### src/inc/metering_pkg.sv
package metering_pkg;

    // ************************************************************
    // Clock, sampling and channel widths
    // ************************************************************
    localparam int CLK_HZ = 100_000_000;
    localparam int NOMINAL_CLK_HZ = 4_194_304;
    localparam int SAMPLE_DIV = 4;
    localparam int VOLT_W = 11;
    localparam int CURR_W = 16;
    localparam int DECIM_N = 32;
    localparam int LP_SHIFT = 5;
    localparam int DC_SHIFT = 10;
    // Decimation gains 1.004 and 0.502 as 257/256 and 257/512.
    localparam int VOLT_GAIN_NUM = 257;
    localparam int VOLT_GAIN_SH = 8;
    localparam int CURR_GAIN_NUM = 257;
    localparam int CURR_GAIN_SH = 9;
    localparam logic [5:0] VOLT_AMP_GAIN = 6'h04;
    localparam logic [5:0] CURR_PRE_GAIN = 6'h04;

    // ************************************************************
    // Line period and RMS limits
    // ************************************************************
    localparam int LOW_FREQ_CNT = 2 ** 17;
    localparam int HIGH_FREQ_CNT = 2 ** 15;
    localparam logic [1:0] HIGH_FREQ_REPEAT = 2'h3;
    localparam int RMS_SHIFT = 8;
    localparam logic [8:0] KV_BASE = 9'h0e0;
    localparam logic [5:0] KV_CODE_MAX = 6'h20;
    // Thresholds in code units times Kv*256: 64*1023*256/(0.3*den).
    localparam int RMS_THR_SHUNT = (64 * 1023 * 256 * 10) / (3 * 6703);
    localparam int RMS_THR_COIL = (64 * 1023 * 256 * 10) / (3 * 6687);
    localparam logic [39:0] RMS_ON_SHUNT = 40'(RMS_THR_SHUNT * RMS_THR_SHUNT);
    localparam logic [39:0] RMS_ON_COIL = 40'(RMS_THR_COIL * RMS_THR_COIL);

    // ************************************************************
    // Output pulse timing and channel multiplexing
    // ************************************************************
    localparam int PULSE_TIME_US = 1000;
    localparam int PULSE_CYCLES = PULSE_TIME_US * (CLK_HZ / 1_000_000);
    localparam int MUX_SAMPLES = 4096;

    // ************************************************************
    // Register map, fields and reset values
    // ************************************************************
    localparam logic [7:0] OFS_CONFIG = 8'h00;
    localparam logic [7:0] OFS_PULSE_CONST = 8'h04;
    localparam logic [7:0] OFS_STATUS = 8'h08;
    localparam logic [7:0] OFS_PERIOD = 8'h0c;
    localparam logic [7:0] OFS_SAMPLES = 8'h10;
    localparam int CFG_GAIN_LSB = 0;
    localparam int CFG_EXTRA_BIT = 2;
    localparam int CFG_TWO_CH_BIT = 3;
    localparam int CFG_FUND_BIT = 4;
    localparam int CFG_KV_LSB = 8;
    localparam int CFG_LOCK_BIT = 31;
    localparam logic [31:0] CONFIG_RST = 32'h0000_2000;
    localparam logic [31:0] PULSE_CONST_RST = 32'h0001_0000;

endpackage

### src/rtl/sd_decimator.sv
`timescale 1ns/1ns
`default_nettype none

module sd_decimator
    import metering_pkg::*;
#(
    parameter int OUT_W = 16,
    parameter int GAIN_NUM = 257,
    parameter int GAIN_SH = 9
)
(
    input wire logic mclk,
    input wire logic rst_b,
    input wire logic sampleEn,
    input wire logic bitIn,
    output logic signed [OUT_W-1:0] sampleOut,
    output logic sampleValid
);

    localparam int SW = OUT_W + 2;
    localparam logic signed [SW-1:0] FULL = SW'((2 ** (OUT_W - 1)) - 1);
    localparam logic signed [SW-1:0] MAXV = SW'((2 ** (OUT_W - 1)) - 1);
    localparam logic signed [SW-1:0] MINV = -MAXV;
    localparam logic signed [10:0] GN = 11'(GAIN_NUM);
    localparam logic [5:0] DEC_LAST = 6'(DECIM_N - 1);

    logic signed [SW-1:0] lp_q;
    logic signed [SW-1:0] dc_q;
    logic [5:0] cnt_q;

    // Integrate the one-bit stream as +/-FULL into a single-pole low pass.
    wire signed [SW-1:0] target = bitIn ? FULL : -FULL;
    wire signed [SW-1:0] lpStep = (target - lp_q) >>> LP_SHIFT;
    // DC offset tracks slowly, so the line waveform itself passes untouched.
    wire signed [SW-1:0] hp = lp_q - dc_q;
    wire signed [SW+10:0] prod = hp * GN;
    wire signed [SW+10:0] scaled = prod >>> GAIN_SH;
    wire decim = sampleEn && (cnt_q == DEC_LAST);
    wire signed [OUT_W-1:0] clipped = (scaled > MAXV) ? MAXV[OUT_W-1:0] :
        (scaled < MINV) ? MINV[OUT_W-1:0] : scaled[OUT_W-1:0];

    // Filter, offset removal and output register, one decimated word per DECIM_N bits.
    always_ff @(posedge mclk)
    begin
        if (!rst_b)
        begin
            lp_q <= '0;
            dc_q <= '0;
            cnt_q <= '0;
            sampleOut <= '0;
            sampleValid <= 1'b0;
        end
        else
        begin
            sampleValid <= decim;
            if (sampleEn)
            begin
                lp_q <= lp_q + lpStep;
                cnt_q <= decim ? 6'h00 : cnt_q + 6'h01;
            end
            if (decim)
            begin
                dc_q <= dc_q + (hp >>> DC_SHIFT);
                sampleOut <= clipped;
            end
        end
    end

endmodule

`default_nettype wire

### src/rtl/line_period_monitor.sv
`timescale 1ns/1ns
`default_nettype none

module line_period_monitor
    import metering_pkg::*;
#(
    parameter int LOW_CNT = LOW_FREQ_CNT,
    parameter int HIGH_CNT = HIGH_FREQ_CNT,
    parameter int CNT_W = 18
)
(
    input wire logic mclk,
    input wire logic rst_b,
    input wire logic sampleValid,
    input wire logic signed [VOLT_W-1:0] sample,
    output logic [CNT_W-1:0] periodCount,
    output logic lowFreq,
    output logic highFreq
);

    logic signed [VOLT_W-1:0] prev_q;
    logic rising_q;
    logic marker_q;
    logic [CNT_W-1:0] cnt_q;
    logic [1:0] streak_q;

    // A peak is a positive sample after which the waveform stops rising.
    wire peak = sampleValid && rising_q && (sample <= prev_q) && (prev_q > 0);
    wire trailing = sampleValid && marker_q && !peak;
    wire cntFull = &cnt_q;
    wire tooSlow = cnt_q > CNT_W'(LOW_CNT);
    wire tooFast = cnt_q < CNT_W'(HIGH_CNT);

    // Peak marker stays high for one decimated sample.
    always_ff @(posedge mclk)
    begin
        if (!rst_b)
        begin
            prev_q <= '0;
            rising_q <= 1'b0;
            marker_q <= 1'b0;
        end
        else if (sampleValid)
        begin
            prev_q <= sample;
            rising_q <= sample > prev_q;
            marker_q <= peak;
        end
    end

    // Period counter between trailing marker edges, with the range checks.
    always_ff @(posedge mclk)
    begin
        if (!rst_b)
        begin
            cnt_q <= '0;
            periodCount <= '0;
            lowFreq <= 1'b0;
            highFreq <= 1'b0;
            streak_q <= 2'h0;
        end
        else if (trailing)
        begin
            cnt_q <= CNT_W'(1);
            periodCount <= cnt_q;
            lowFreq <= tooSlow;
            if (tooFast)
            begin
                streak_q <= (streak_q == HIGH_FREQ_REPEAT) ? streak_q : streak_q + 2'h1;
                highFreq <= highFreq || (streak_q == HIGH_FREQ_REPEAT - 2'h1);
            end
            else
            begin
                streak_q <= 2'h0;
                highFreq <= 1'b0;
            end
        end
        else
        begin
            cnt_q <= cntFull ? cnt_q : cnt_q + CNT_W'(1);
            if (tooSlow)
            begin
                lowFreq <= 1'b1;
            end
        end
    end

endmodule

`default_nettype wire

### src/rtl/metering_front_end.sv
// Operation
// - Voltage amplifier gain fixed at four.
// - Current gain: preamp four times PGA two..eight.
// - Gain select bits; channels may differ.
// - Single channel gain decode table.
// - Two channel decode; value three splits gains.
// - Two current inputs share one path.
// - Voltage and current converted simultaneously.
// - One bit per sample at clock/4.
// - Decimate, integrate, remove DC automatically.
// - Filter gain 1.004 voltage, 0.502 current.
// - Results eleven and sixteen bits wide.
// - Marker pulse at each positive peak.
// - Slow or stalled period sets error.
// - Fast line needs three periods in row.
// - Low RMS voltage sets error.
// - Low RMS clears above twice threshold.
// - Error suspends power, blanks pulse outputs.
// - Pulse output wide-band or fundamental energy.
// - Drive stepper, flag negative power.
// - Calibration cells cannot change once locked, until reset.
// - Timing derived from the system clock.
`timescale 1ns/1ns
`default_nettype none

module metering_front_end
    import metering_pkg::*;
#(
    parameter int LOW_CNT = LOW_FREQ_CNT,
    parameter int HIGH_CNT = HIGH_FREQ_CNT,
    parameter int PULSE_LEN = PULSE_CYCLES,
    parameter int MUX_LEN = MUX_SAMPLES
)
(
    input wire logic mclk,
    input wire logic rst_b,
    input wire logic hsel,
    input wire logic [31:0] haddr,
    input wire logic [1:0] htrans,
    input wire logic hwrite,
    input wire logic [2:0] hsize,
    input wire logic [31:0] hwdata,
    input wire logic hready,
    output logic hreadyout,
    output logic hresp,
    output logic [31:0] hrdata,
    input wire logic voltBitPin,
    input wire logic currBitPin,
    output logic currSecondarySel,
    output logic [1:0] pgaCode,
    output logic baseFreqRangeError,
    output logic stepperDrivePos,
    output logic stepperDriveNeg,
    output logic energyPulseOut,
    output logic negativePower
);

    // ************************************************************
    // Helper functions
    // ************************************************************

    // Total current gain (8..32) for one channel from the select bits.
    function automatic logic [5:0] currGain(input logic [1:0] sel, input logic extra,
                                            input logic secondary);
        logic [5:0] g;
        g = 6'h08;
        case (sel)
            2'h0: g = extra ? 6'h10 : 6'h08;
            2'h1: g = extra ? 6'h20 : 6'h18;
            2'h2: g = 6'h08;
            2'h3: g = secondary ? 6'h20 : 6'h08;
            default: g = 6'h08;
        endcase
        return g;
    endfunction

    // PGA code 0..3 for stage gains 2, 4, 6, 8 given the total gain.
    function automatic logic [1:0] pgaOf(input logic [5:0] gain);
        logic [2:0] q;
        q = gain[5:3] - 3'h1;
        return q[1:0];
    endfunction

    // ************************************************************
    // Register bus slave
    // ************************************************************
    logic [31:0] config_q;
    logic [31:0] pulseConst_q;
    logic wrPend_q;
    logic [7:0] wrAddr_q;
    logic [31:0] hrdata_q;

    wire addrPhase = hsel && htrans[1] && hready;
    wire locked = config_q[CFG_LOCK_BIT];
    wire [1:0] sensorGainSelect = config_q[CFG_GAIN_LSB +: 2];
    wire extraGainBit = config_q[CFG_EXTRA_BIT];
    wire twoChannel = config_q[CFG_TWO_CH_BIT];
    wire fundamentalSel = config_q[CFG_FUND_BIT];
    wire [5:0] kvRaw = config_q[CFG_KV_LSB +: 6];
    wire [5:0] kvCode = (kvRaw > KV_CODE_MAX) ? KV_CODE_MAX : kvRaw;
    wire [8:0] voltageCalibrator = KV_BASE + {3'h0, kvCode};
    wire coilSensor = !sensorGainSelect[1];

    // Status and sample words that software reads.
    logic lowRms_q;
    logic lowFreq;
    logic highFreq;
    logic [17:0] periodCount;
    logic signed [VOLT_W-1:0] vSample;
    logic signed [CURR_W-1:0] iSample;
    logic vValid;
    logic iValid;
    // A lone current channel on value three is the shunt, so it takes the shunt gain.
    wire [5:0] primGain = currGain(sensorGainSelect, extraGainBit, !twoChannel);
    wire [5:0] secGain = twoChannel ? currGain(sensorGainSelect, extraGainBit, 1'b1) : primGain;
    wire [31:0] statusWord = {VOLT_AMP_GAIN, CURR_PRE_GAIN, secGain, primGain, 2'h0,
                              currSecondarySel, negativePower, lowRms_q, highFreq, lowFreq,
                              baseFreqRangeError};
    wire [31:0] sampleWord = {iSample, 5'h00, vSample};
    wire [31:0] rdMux = (haddr[7:0] == OFS_CONFIG) ? config_q :
        (haddr[7:0] == OFS_PULSE_CONST) ? pulseConst_q :
        (haddr[7:0] == OFS_STATUS) ? statusWord :
        (haddr[7:0] == OFS_PERIOD) ? {14'h0000, periodCount} :
        (haddr[7:0] == OFS_SAMPLES) ? sampleWord : 32'h0000_0000;

    // Zero wait states; every access finishes with an OKAY answer.
    assign hreadyout = 1'b1;
    assign hresp = 1'b0;
    assign hrdata = hrdata_q;

    // Address phase is latched; write data lands in the following cycle.
    always_ff @(posedge mclk)
    begin
        if (!rst_b)
        begin
            wrPend_q <= 1'b0;
            wrAddr_q <= 8'h00;
            hrdata_q <= 32'h0000_0000;
        end
        else
        begin
            wrPend_q <= addrPhase && hwrite;
            if (addrPhase)
            begin
                wrAddr_q <= haddr[7:0];
                hrdata_q <= hwrite ? 32'h0000_0000 : rdMux;
            end
        end
    end

    // Calibration words behave as one-time cells: the lock bit freezes them until reset.
    always_ff @(posedge mclk)
    begin
        if (!rst_b)
        begin
            config_q <= CONFIG_RST;
            pulseConst_q <= PULSE_CONST_RST;
        end
        else if (wrPend_q && !locked)
        begin
            if (wrAddr_q == OFS_CONFIG)
            begin
                config_q <= hwdata;
            end
            if (wrAddr_q == OFS_PULSE_CONST)
            begin
                pulseConst_q <= hwdata;
            end
        end
    end

    // ************************************************************
    // Sampling clock, pin synchronisers and channel multiplexer
    // ************************************************************
    logic [1:0] div_q;
    logic [1:0] vSync_q;
    logic [1:0] iSync_q;
    logic sampleEn_q;
    logic [12:0] muxCnt_q;

    // timing counts in system clocks, except the mux dwell in current samples
    always_ff @(posedge mclk)
    begin
        if (!rst_b)
        begin
            div_q <= 2'h0;
            sampleEn_q <= 1'b0;
            vSync_q <= 2'h0;
            iSync_q <= 2'h0;
        end
        else
        begin
            div_q <= div_q + 2'h1;
            sampleEn_q <= div_q == 2'(SAMPLE_DIV - 1);
            vSync_q <= {vSync_q[0], voltBitPin};
            iSync_q <= {iSync_q[0], currBitPin};
        end
    end

    // The shared path carries the previous channel's state for a short while after
    // each switch; the slow dwell keeps that settling small against the energy sums.
    always_ff @(posedge mclk)
    begin
        if (!rst_b)
        begin
            muxCnt_q <= 13'h0000;
            currSecondarySel <= 1'b0;
            pgaCode <= 2'h0;
        end
        else
        begin
            pgaCode <= pgaOf(currSecondarySel ? secGain : primGain);
            if (!twoChannel)
            begin
                muxCnt_q <= 13'h0000;
                currSecondarySel <= 1'b0;
            end
            else if (iValid)
            begin
                if (muxCnt_q == 13'(MUX_LEN - 1))
                begin
                    muxCnt_q <= 13'h0000;
                    currSecondarySel <= !currSecondarySel;
                end
                else
                begin
                    muxCnt_q <= muxCnt_q + 13'h0001;
                end
            end
        end
    end

    // ************************************************************
    // Decimation and line period monitor
    // ************************************************************

    sd_decimator #(
        .OUT_W(VOLT_W),
        .GAIN_NUM(VOLT_GAIN_NUM),
        .GAIN_SH(VOLT_GAIN_SH)
    ) voltDecim (
        .mclk(mclk),
        .rst_b(rst_b),
        .sampleEn(sampleEn_q),
        .bitIn(vSync_q[1]),
        .sampleOut(vSample),
        .sampleValid(vValid)
    );

    sd_decimator #(
        .OUT_W(CURR_W),
        .GAIN_NUM(CURR_GAIN_NUM),
        .GAIN_SH(CURR_GAIN_SH)
    ) currDecim (
        .mclk(mclk),
        .rst_b(rst_b),
        .sampleEn(sampleEn_q),
        .bitIn(iSync_q[1]),
        .sampleOut(iSample),
        .sampleValid(iValid)
    );

    line_period_monitor #(
        .LOW_CNT(LOW_CNT),
        .HIGH_CNT(HIGH_CNT),
        .CNT_W(18)
    ) periodMon (
        .mclk(mclk),
        .rst_b(rst_b),
        .sampleValid(vValid),
        .sample(vSample),
        .periodCount(periodCount),
        .lowFreq(lowFreq),
        .highFreq(highFreq)
    );

    // ************************************************************
    // RMS voltage check
    // ************************************************************
    logic [20:0] msq_q;

    // Compare mean square times Kv squared against the squared limit, so no divider.
    wire [21:0] vSq = 22'(vSample) * 22'(vSample);
    wire signed [22:0] msqDiff = $signed({1'b0, vSq}) - $signed({2'b00, msq_q});
    wire signed [22:0] msqStep = msqDiff >>> RMS_SHIFT;
    wire [17:0] kvSq = 18'(voltageCalibrator) * 18'(voltageCalibrator);
    wire [39:0] msqScaled = 40'(msq_q) * 40'(kvSq);
    wire [39:0] rmsOn = coilSensor ? RMS_ON_COIL : RMS_ON_SHUNT;
    wire [39:0] rmsOff = {rmsOn[37:0], 2'b00};

    always_ff @(posedge mclk)
    begin
        if (!rst_b)
        begin
            msq_q <= 21'h000000;
            lowRms_q <= 1'b0;
        end
        else if (vValid)
        begin
            msq_q <= 21'($signed({2'b00, msq_q}) + msqStep);
            if (msqScaled < rmsOn)
            begin
                lowRms_q <= 1'b1;
            end
            else if (msqScaled > rmsOff)
            begin
                lowRms_q <= 1'b0;
            end
        end
    end

    // ************************************************************
    // Energy integration, pulse and stepper outputs
    // ************************************************************
    logic signed [26:0] fundPower_q;
    logic signed [41:0] acc_q;
    logic [23:0] pulseCnt_q;
    logic stepPhase_q;

    wire bfrNow = lowFreq || highFreq || lowRms_q;
    wire signed [26:0] power = 27'(vSample) * 27'(iSample);
    wire signed [26:0] fundStep = (power - fundPower_q) >>> LP_SHIFT;
    wire signed [26:0] powerSel = fundamentalSel ? fundPower_q : power;
    wire signed [41:0] accNext = acc_q + 42'(powerSel);
    wire signed [41:0] thr = $signed({2'b00, pulseConst_q, 8'h00});
    wire posPulse = accNext >= thr;
    wire negPulse = accNext <= -thr;
    wire pulseBusy = pulseCnt_q != 24'h000000;

    always_ff @(posedge mclk)
    begin
        if (!rst_b)
        begin
            baseFreqRangeError <= 1'b0;
            fundPower_q <= '0;
            acc_q <= '0;
            pulseCnt_q <= 24'h000000;
            stepPhase_q <= 1'b0;
            negativePower <= 1'b0;
        end
        else
        begin
            baseFreqRangeError <= bfrNow;
            if (pulseBusy)
            begin
                pulseCnt_q <= pulseCnt_q - 24'h000001;
            end
            if (iValid && !bfrNow)
            begin
                fundPower_q <= fundPower_q + fundStep;
                negativePower <= powerSel < 0;
                if ((posPulse || negPulse) && !pulseBusy)
                begin
                    acc_q <= posPulse ? accNext - thr : accNext + thr;
                    pulseCnt_q <= 24'(PULSE_LEN);
                    stepPhase_q <= !stepPhase_q;
                end
                else
                begin
                    acc_q <= accNext;
                end
            end
        end
    end

    always_ff @(posedge mclk)
    begin
        if (!rst_b)
        begin
            energyPulseOut <= 1'b0;
            stepperDrivePos <= 1'b0;
            stepperDriveNeg <= 1'b0;
        end
        else
        begin
            energyPulseOut <= pulseBusy && !bfrNow;
            stepperDrivePos <= pulseBusy && !bfrNow && stepPhase_q;
            stepperDriveNeg <= pulseBusy && !bfrNow && !stepPhase_q;
        end
    end

    // total gain = preamp times PGA

endmodule

`default_nettype wire

### config.mk
export PLATFORM = sky130hd
export DESIGN_NAME = metering_front_end
export DESIGN_NICKNAME = d
export VERILOG_FILES = /design/src/inc/metering_pkg.sv /design/src/rtl/sd_decimator.sv /design/src/rtl/line_period_monitor.sv /design/src/rtl/metering_front_end.sv
export SDC_FILE = /design/constraint.sdc
export NUM_CORES = 2
export LEC_CHECK = 0
export BUFFER_PORTS_ARGS = -buffer_cell sky130_fd_sc_hd__buf_2
export CAP_MARGIN = 25
export CORE_UTILIZATION = 49
export DETAILED_ROUTE_END_ITERATION = 8
export MAX_ROUTING_LAYER = met4
export SLEW_MARGIN = 40
export SYNTH_ARGS = -nofsm -noshare
export SYNTH_HDL_FRONTEND = slang
export SYNTH_HIERARCHICAL = 1
export SYNTH_SLANG_ARGS = --single-unit
### constraint.sdc
create_clock -name mclk -period 16.4 [get_ports mclk]
set_input_delay 0 -clock mclk [delete_from_list [all_inputs] [get_ports mclk]]
set_output_delay 0 -clock mclk [all_outputs]
set_load 0.01 [all_outputs]
# Yosys cells after proc, flatten, opt, wreduce, memory -nomap -nowiden
# Cells that the tools add are included.
# W data, S select, Z words.
# totals
register_bits	405
output_inout_bits	42
# op_classes
add_sub_neg	25
n_mul	6
magnitude_cmp	15
n_eq_ne	16
muxes	39
bitwise_logic	1
reduce_logical	41
# ops
operator	n
$mux W32	6
$mux W42	2
$mux W24	3
$pmux W6 S4	2
$add A42 B27 Y42	1
$add A42 B41 Y42	1
$ge A42 B41 Y1	1
$le A42 B42 Y1	1
$neg A40 Y42	1
$sub A42 B41 Y42	1
$gt A39 B29 Y1	1
$lt A39 B27 Y1	1
$mul A21 B18 Y39	1
$mux W6	6
$sub A18 B18 Y18	2
$mux W16	2
$mul A18 B10 Y28 const B	1
$add A27 B22 Y27	1
$lt A27 B1 Y1 const B	1
$mul A11 B16 Y27	1
$mux W27	1
$sub A27 B27 Y27	1
$mux W13	2
$sub A13 B13 Y13	2
52 further kinds	101

# Longest topological paths before layout
# logic_depth
word_depth	8
depth_mapped	56
ltp_nobuf	54

# Hierarchy
# Netlist, hierarchy kept.
# by_module_without_submodules
mod	instances	cells_per_inst	area_per_inst_um2
metering_front_end	1	5443	44307.5
sd_decimator (currDecim)	1	783	6120.9
sd_decimator (voltDecim)	1	545	4469.3
line_period_monitor	1	319	2813.9

# Worst setup path before layout
# Ideal clock, no wire load.
# synth_timing
path_kind	register -> register
from	register config_q[9]
to	register lowRms_q
setup_time_ns	0.074
arrival_ns	12.009
setup_slack_ns	4.316
path_stages_with_launch	54
period_less_slack_ns	12.084
cell_sequence	dfxtp_1 -> nor2b_1 -> inv_1 -> clkbuf_1 -> fa_1 -> inv_1 -> fa_1 -> inv_1 -> fa_1 -> fa_1 -> inv_1 -> ha_1 -> inv_1 -> nor2_1 -> nor2_1 -> o21bai_1 -> a21oi_1 -> nor2b_1 -> (+18 left out) -> nor2_1 -> nor3_1 -> nand3_1 -> a21oi_1 -> xor2_1 -> inv_1 -> ha_1 -> nand3_1 -> nor3_1 -> nand3_1 -> or3_1 -> or4b_2 -> nor4_1 -> or4_1 -> a41oi_1 -> o21ai_0 -> o2111ai_1 -> o21ai_0
# synth_between
elab_chain_len	8
word_cells_on_any_way	10
# synth_lines
element	line	text
start, declared	metering_front_end.sv:87	logic [31:0] config_q;
start signal, assigned	metering_front_end.sv:163	config_q <= hwdata;
$gt A6 B6 Y1	metering_front_end.sv:100	wire [5:0] kvCode = (kvRaw > KV_CODE_MAX) ? KV_CODE_MAX : kvRaw;
$mux W6 *	metering_front_end.sv:100	
$add A8 B6 Y9 *	metering_front_end.sv:101	wire [8:0] voltageCalibrator = KV_BASE + {3'h0, kvCode};
$mul A9 B9 Y18 *	metering_front_end.sv:286	wire [17:0] kvSq = 18'(voltageCalibrator) * 18'(voltageCalibrator);
$mul A21 B18 Y39 *	metering_front_end.sv:287	wire [39:0] msqScaled = 40'(msq_q) * 40'(kvSq);
$lt A39 B27 Y1 or $gt A39 B29 Y1 (tied branches)	metering_front_end.sv:301, metering_front_end.sv:305	
$reduce_bool A2 Y1 (no line)	--	
$reduce_and A2 Y1 (no line)	--	
end signal, assigned	metering_front_end.sv:296	lowRms_q <= 1'b0;
end signal, assigned	metering_front_end.sv:303	lowRms_q <= 1'b1;
end signal, assigned	metering_front_end.sv:307	lowRms_q <= 1'b0;
end, declared	metering_front_end.sv:105	logic lowRms_q;
# Mark *: on every way between the ends. The rest lies on a longest branch, timed or not.
# A chain may end at the register's enable or synchronous reset.

# Final worst setup path
# layout_timing
from	register config_q[8]
to	register lowRms_q
# The elaborated chain is that of the path after synthesis.

==> impl_summary.log <==
INFO  metric max-cap-violations = 0
INFO  metric p_sw = 1030 uW
INFO  metric synth_largest_area_cell = sky130_fd_sc_hd__fa_1
INFO  metric timing.final.setup_violations = 0
INFO  metric detailed_place_hpwl = approximately 130 mm
INFO  metric core_area = ~0.12 sq mm
INFO  metric via_count = around 49k
INFO  metric via_count_of_the_first_global_routing_pass = roughly 48k
INFO  metric worst-endpoint-required = ~17 ns
INFO  metric crit_path_start_kind = flop
INFO  metric worst-path-max-fanout = 23
INFO  metric ys_types = between 100 and 150
INFO  metric inst_count_dp = 8470
INFO  metric clockPowerShare = a little over two fifths
INFO  metric die_w = between 300 and 400 microns
INFO  metric achievable-frequency = between 70 and 80 MHz
INFO  metric switching_share = approximately 33%
INFO  metric start_util = slightly below 50%
INFO  metric crit_path_frequent_cell = sky130_fd_sc_hd__fa_1
INFO  metric die_h = 345 microns
INFO  metric grt_setup_unrepaired = false
INFO  metric synth.top_cells.by_area = sky130_fd_sc_hd__fa_1, sky130_fd_sc_hd__ha_1, sky130_fd_sc_hd__dfxtp_1, sky130_fd_sc_hd__inv_1, sky130_fd_sc_hd__nand2_1
INFO  metric routedWlPerCell = around 20 microns
INFO  metric critical_path_endpoint_category = flop
INFO  metric slew_violations = 0
INFO  metric number_of_antenna_violations_at_the_first_check_in_global_routing = 2
INFO  metric final_cells = roughly 8.6k
INFO  metric synth_enable_flop_cells = 0
INFO  metric synth_most_common_cell = sky130_fd_sc_hd__inv_1
INFO  metric postSynthCellCount = around 7.1k
INFO  metric finalClockSkew = ~0.1 ns
INFO  metric drt_drc_violations_left = 0
INFO  metric cts_buffer_depth = 3
INFO  metric tritoncts.num_buffers = 55
INFO  metric layout.filler_cells = 11.1k
INFO  metric gp_routability_congestion = around 0.95
INFO  metric wl = 170 mm
INFO  metric fin_worst_hold_slack = between 0.05 and 0.06 ns
INFO  metric post-layout-total-power = ~3100 uW
INFO  metric pre_cts_ws = 2.56 ns
INFO  metric synth_top_area_share = 19.8%
INFO  metric latest_clock_arrival_within_the_worst_skew_pair = approximately 0.70 ns
INFO  metric grt_pass1_wl = about 270 mm
INFO  metric synth_warnings = 6
INFO  metric power_internal = between 2000 and 2500 uW
INFO  metric r2r_end = lowRms_q
INFO  metric fin_tns_setup = 0 ns
INFO  metric cts.htree.levels = 2
INFO  metric setup.reg_to_reg.worst_slack = ~2.5 ns
INFO  metric root_buffer = sky130_fd_sc_hd__clkbuf_16
INFO  metric crit-reg2reg-launch = config_q[8]
INFO  metric area_of_the_mapped_netlist = roughly 0.058 sq mm
INFO  metric port_buffers = 87
INFO  metric cp_data_arrival_time = approximately 14 ns
INFO  metric irDropWorstVdd = 0.0814 mV
INFO  metric whs_endpoint = vSync_q[0]
INFO  metric cts_resized = 0
INFO  metric min_from = voltBitPin
INFO  metric clock_sinks = roughly 400
INFO  metric share_seq_of_total_power = ~34%
INFO  metric cp_slowest_cell = sky130_fd_sc_hd__fa_1
INFO  metric synth_seq_area_share = between 10 and 15%
INFO  metric vias_per_cell = about 5.7
INFO  metric placement_rows = 125
INFO  metric hold_violations = 0
INFO  metric period_utilisation_layout = 84.5%
INFO  metric area_growth_syn_to_layout = 7.44%
INFO  metric yosys-top-cells-count = sky130_fd_sc_hd__inv_1, sky130_fd_sc_hd__nand2_1, sky130_fd_sc_hd__ha_1
INFO  metric post_route_cells_drive_above_1_share = under 10%
INFO  metric nets_final = 8394
INFO  metric synth_ff_type = sky130_fd_sc_hd__dfxtp_1
INFO  metric postSynth.asyncResetShare = 0%
INFO  metric max_slew.worst_pin.slew = 0.942 ns
INFO  metric dieArea = between 0.1 and 0.15 sq mm
INFO  metric clock_pin_slew_worst_setup_and_hold_paths = approximately 0.080 ns
INFO  metric fin_crit = 13.85 ns
INFO  metric i_o_pin_cnt = between 100 and 150
INFO  metric static-leakage-power = a little under 0.03 uW
INFO  metric run_status = finished clean
INFO  metric first_iter_violations = 4095
INFO  metric slew_headroom = between 30% and 40%
INFO  metric combPwrFrac = between 20% and 30%
INFO  metric grt_max_degree = 128
INFO  metric route.antenna.remaining_nets = 0
INFO  metric worst_slack = ~2.5 ns
INFO  metric ys_seq_elements = between 400 and 500
INFO  metric grt.total_usage = ~29%
INFO  metric worstHoldPathType = in2reg
INFO  metric grt_overflow_total = 0
INFO  metric hold-path-cell-count = 3
INFO  metric power.density = about 50 mW/mm^2
INFO  metric crit_type = reg2reg
INFO  metric tritoncts_clock_tree = yes
INFO  metric critical_path.max_stage_delay = ~0.65 ns
INFO  metric drt_pass1_iterations = 8
INFO  metric reg2regPathDepth = between 50 and 60
INFO  metric synth.avg_cell_area = between 8 and 9 sq um
how the worst max path moves through the flow:
stage	slack, ns	startpoint	to
after floorplan	4.32	config_q[9]	lowRms_q
after global placement	2.46	config_q[8]	lowRms_q
after detailed placement	2.56	config_q[8]	lowRms_q
after CTS	2.49	config_q[8]	lowRms_q
after global routing	1.50	config_q[8]	lowRms_q
final	2.55	config_q[8]	lowRms_q
worst max-delay path, delay by kind of cell (launching register included):
kind            cells  cell delay (ns)
fa+ha+maj          13             6.40
simple gates       16             3.23
compound gates     11             1.94
buf+inv            11             1.51
xor+xnor            2             0.39
flops               1             0.30
registers in the layout, indices dropped and copies added, names as in the netlist, 6 cells and up:
| signal | cells |
|---|---|
| acc_q | 42 |
| config_q | 32 |
| currDecim/cnt_q | 6 |
| currDecim/dc_q | 18 |
| currDecim/lp_q | 18 |
| currDecim/sampleOut | 16 |
| fundPower_q | 27 |
| hrdata | 32 |
| msq_q | 21 |
| muxCnt_q | 13 |
| periodMon/cnt_q | 18 |
| periodMon/periodCount | 18 |
| periodMon/prev_q | 11 |
| pulseCnt_q | 24 |
| pulseConst_q | 32 |
| voltDecim/cnt_q | 6 |
| voltDecim/dc_q | 13 |
| voltDecim/lp_q | 13 |
| voltDecim/sampleOut | 11 |
| wrAddr_q | 8 |
through the flow:
step	util [%]	instance area (sq um)
2_1_floorplan	-	57700
3_3_place_gp	51.0	59400
3_5_place_dp	51.0	59400
4_1_cts	53.2	62000
5_1_grt	53.2	62000
6_report	53.2	62000
power groups by stage:
stage	logic, uW	registers (uW)	clock network (uW)
global placement	724	1070	0
floorplan	580	1060	0
finish	753	1050	1320
detailed placement	732	1070	0
CTS	748	1050	1350
global route	837	1050	1380
repair_timing:
action                                 4_1_cts  5_1_grt
endpoints found under the hold margin       94        0
setup endpoints to repair                    0        0
hold buffers                                62        0
buffers inserted                             0        0
routing by layer:
layer | vias up | GRT usage, % | wire [microns]
li1 | 23789 | - | -
met1 | 23979 | 40.9 | 78800
met2 | 1401 | 44.3 | 74700
met3 | 192 | 4.21 | 11900
met4 | 0 | 7.61 | 4620
met5 | - | - | 0
cell type report:
cell class,instances,area (sq um),share of cell area (%)
flip-flops and latches,405,8120,13.1
well taps,1524,1910,3.08
clock buffers,65,1470,2.38
repair buffers,213,1560,2.51
diodes,1,2.50,0.00404
inverters,976,3680,5.93
multi-input cells,5414,44800,72.2
clock inverters,38,489,0.789
cell families after synthesis:
group                      Yosys count  synth area share, %
buffers and inverters             1274                 8.57
AOI/OAI and AO/OA                 1424                 16.4
other                                2               0.0130
muxes                              115                 2.06
xor gates and xnor gates           379                 5.88
adders and majority gates         1253                 34.6
DFF                                405                 14.0
and+or+nand+nor                   2238                 18.5
cell usage in the layout (no fill, tap or decap), drive strengths merged, types with 19 or more instances in the layout:
cell type / instances
nand3: 122
dfxtp: 405
nor4: 71
dlygate4sd3: 62
a21boi: 24
clkbuf: 65
nor2: 517
nor2b: 63
buf: 151
o21ai: 228
o21bai: 65
inv: 983
o211ai: 27
mux2: 22
and3: 44
or3: 41
o21a: 52
nand2b: 71
xnor2: 296
xor2: 81
nor3: 158
nand2: 772
a21o: 116
and2: 231
or4: 21
or2: 23
fa: 571
mux2i: 92
o22ai: 25
nand4: 45
a22oi: 19
o31ai: 30
a211oi: 70
ha: 682
a21oi: 490
a31oi: 50
No activity file was read; power rests on OpenSTA's default activity.
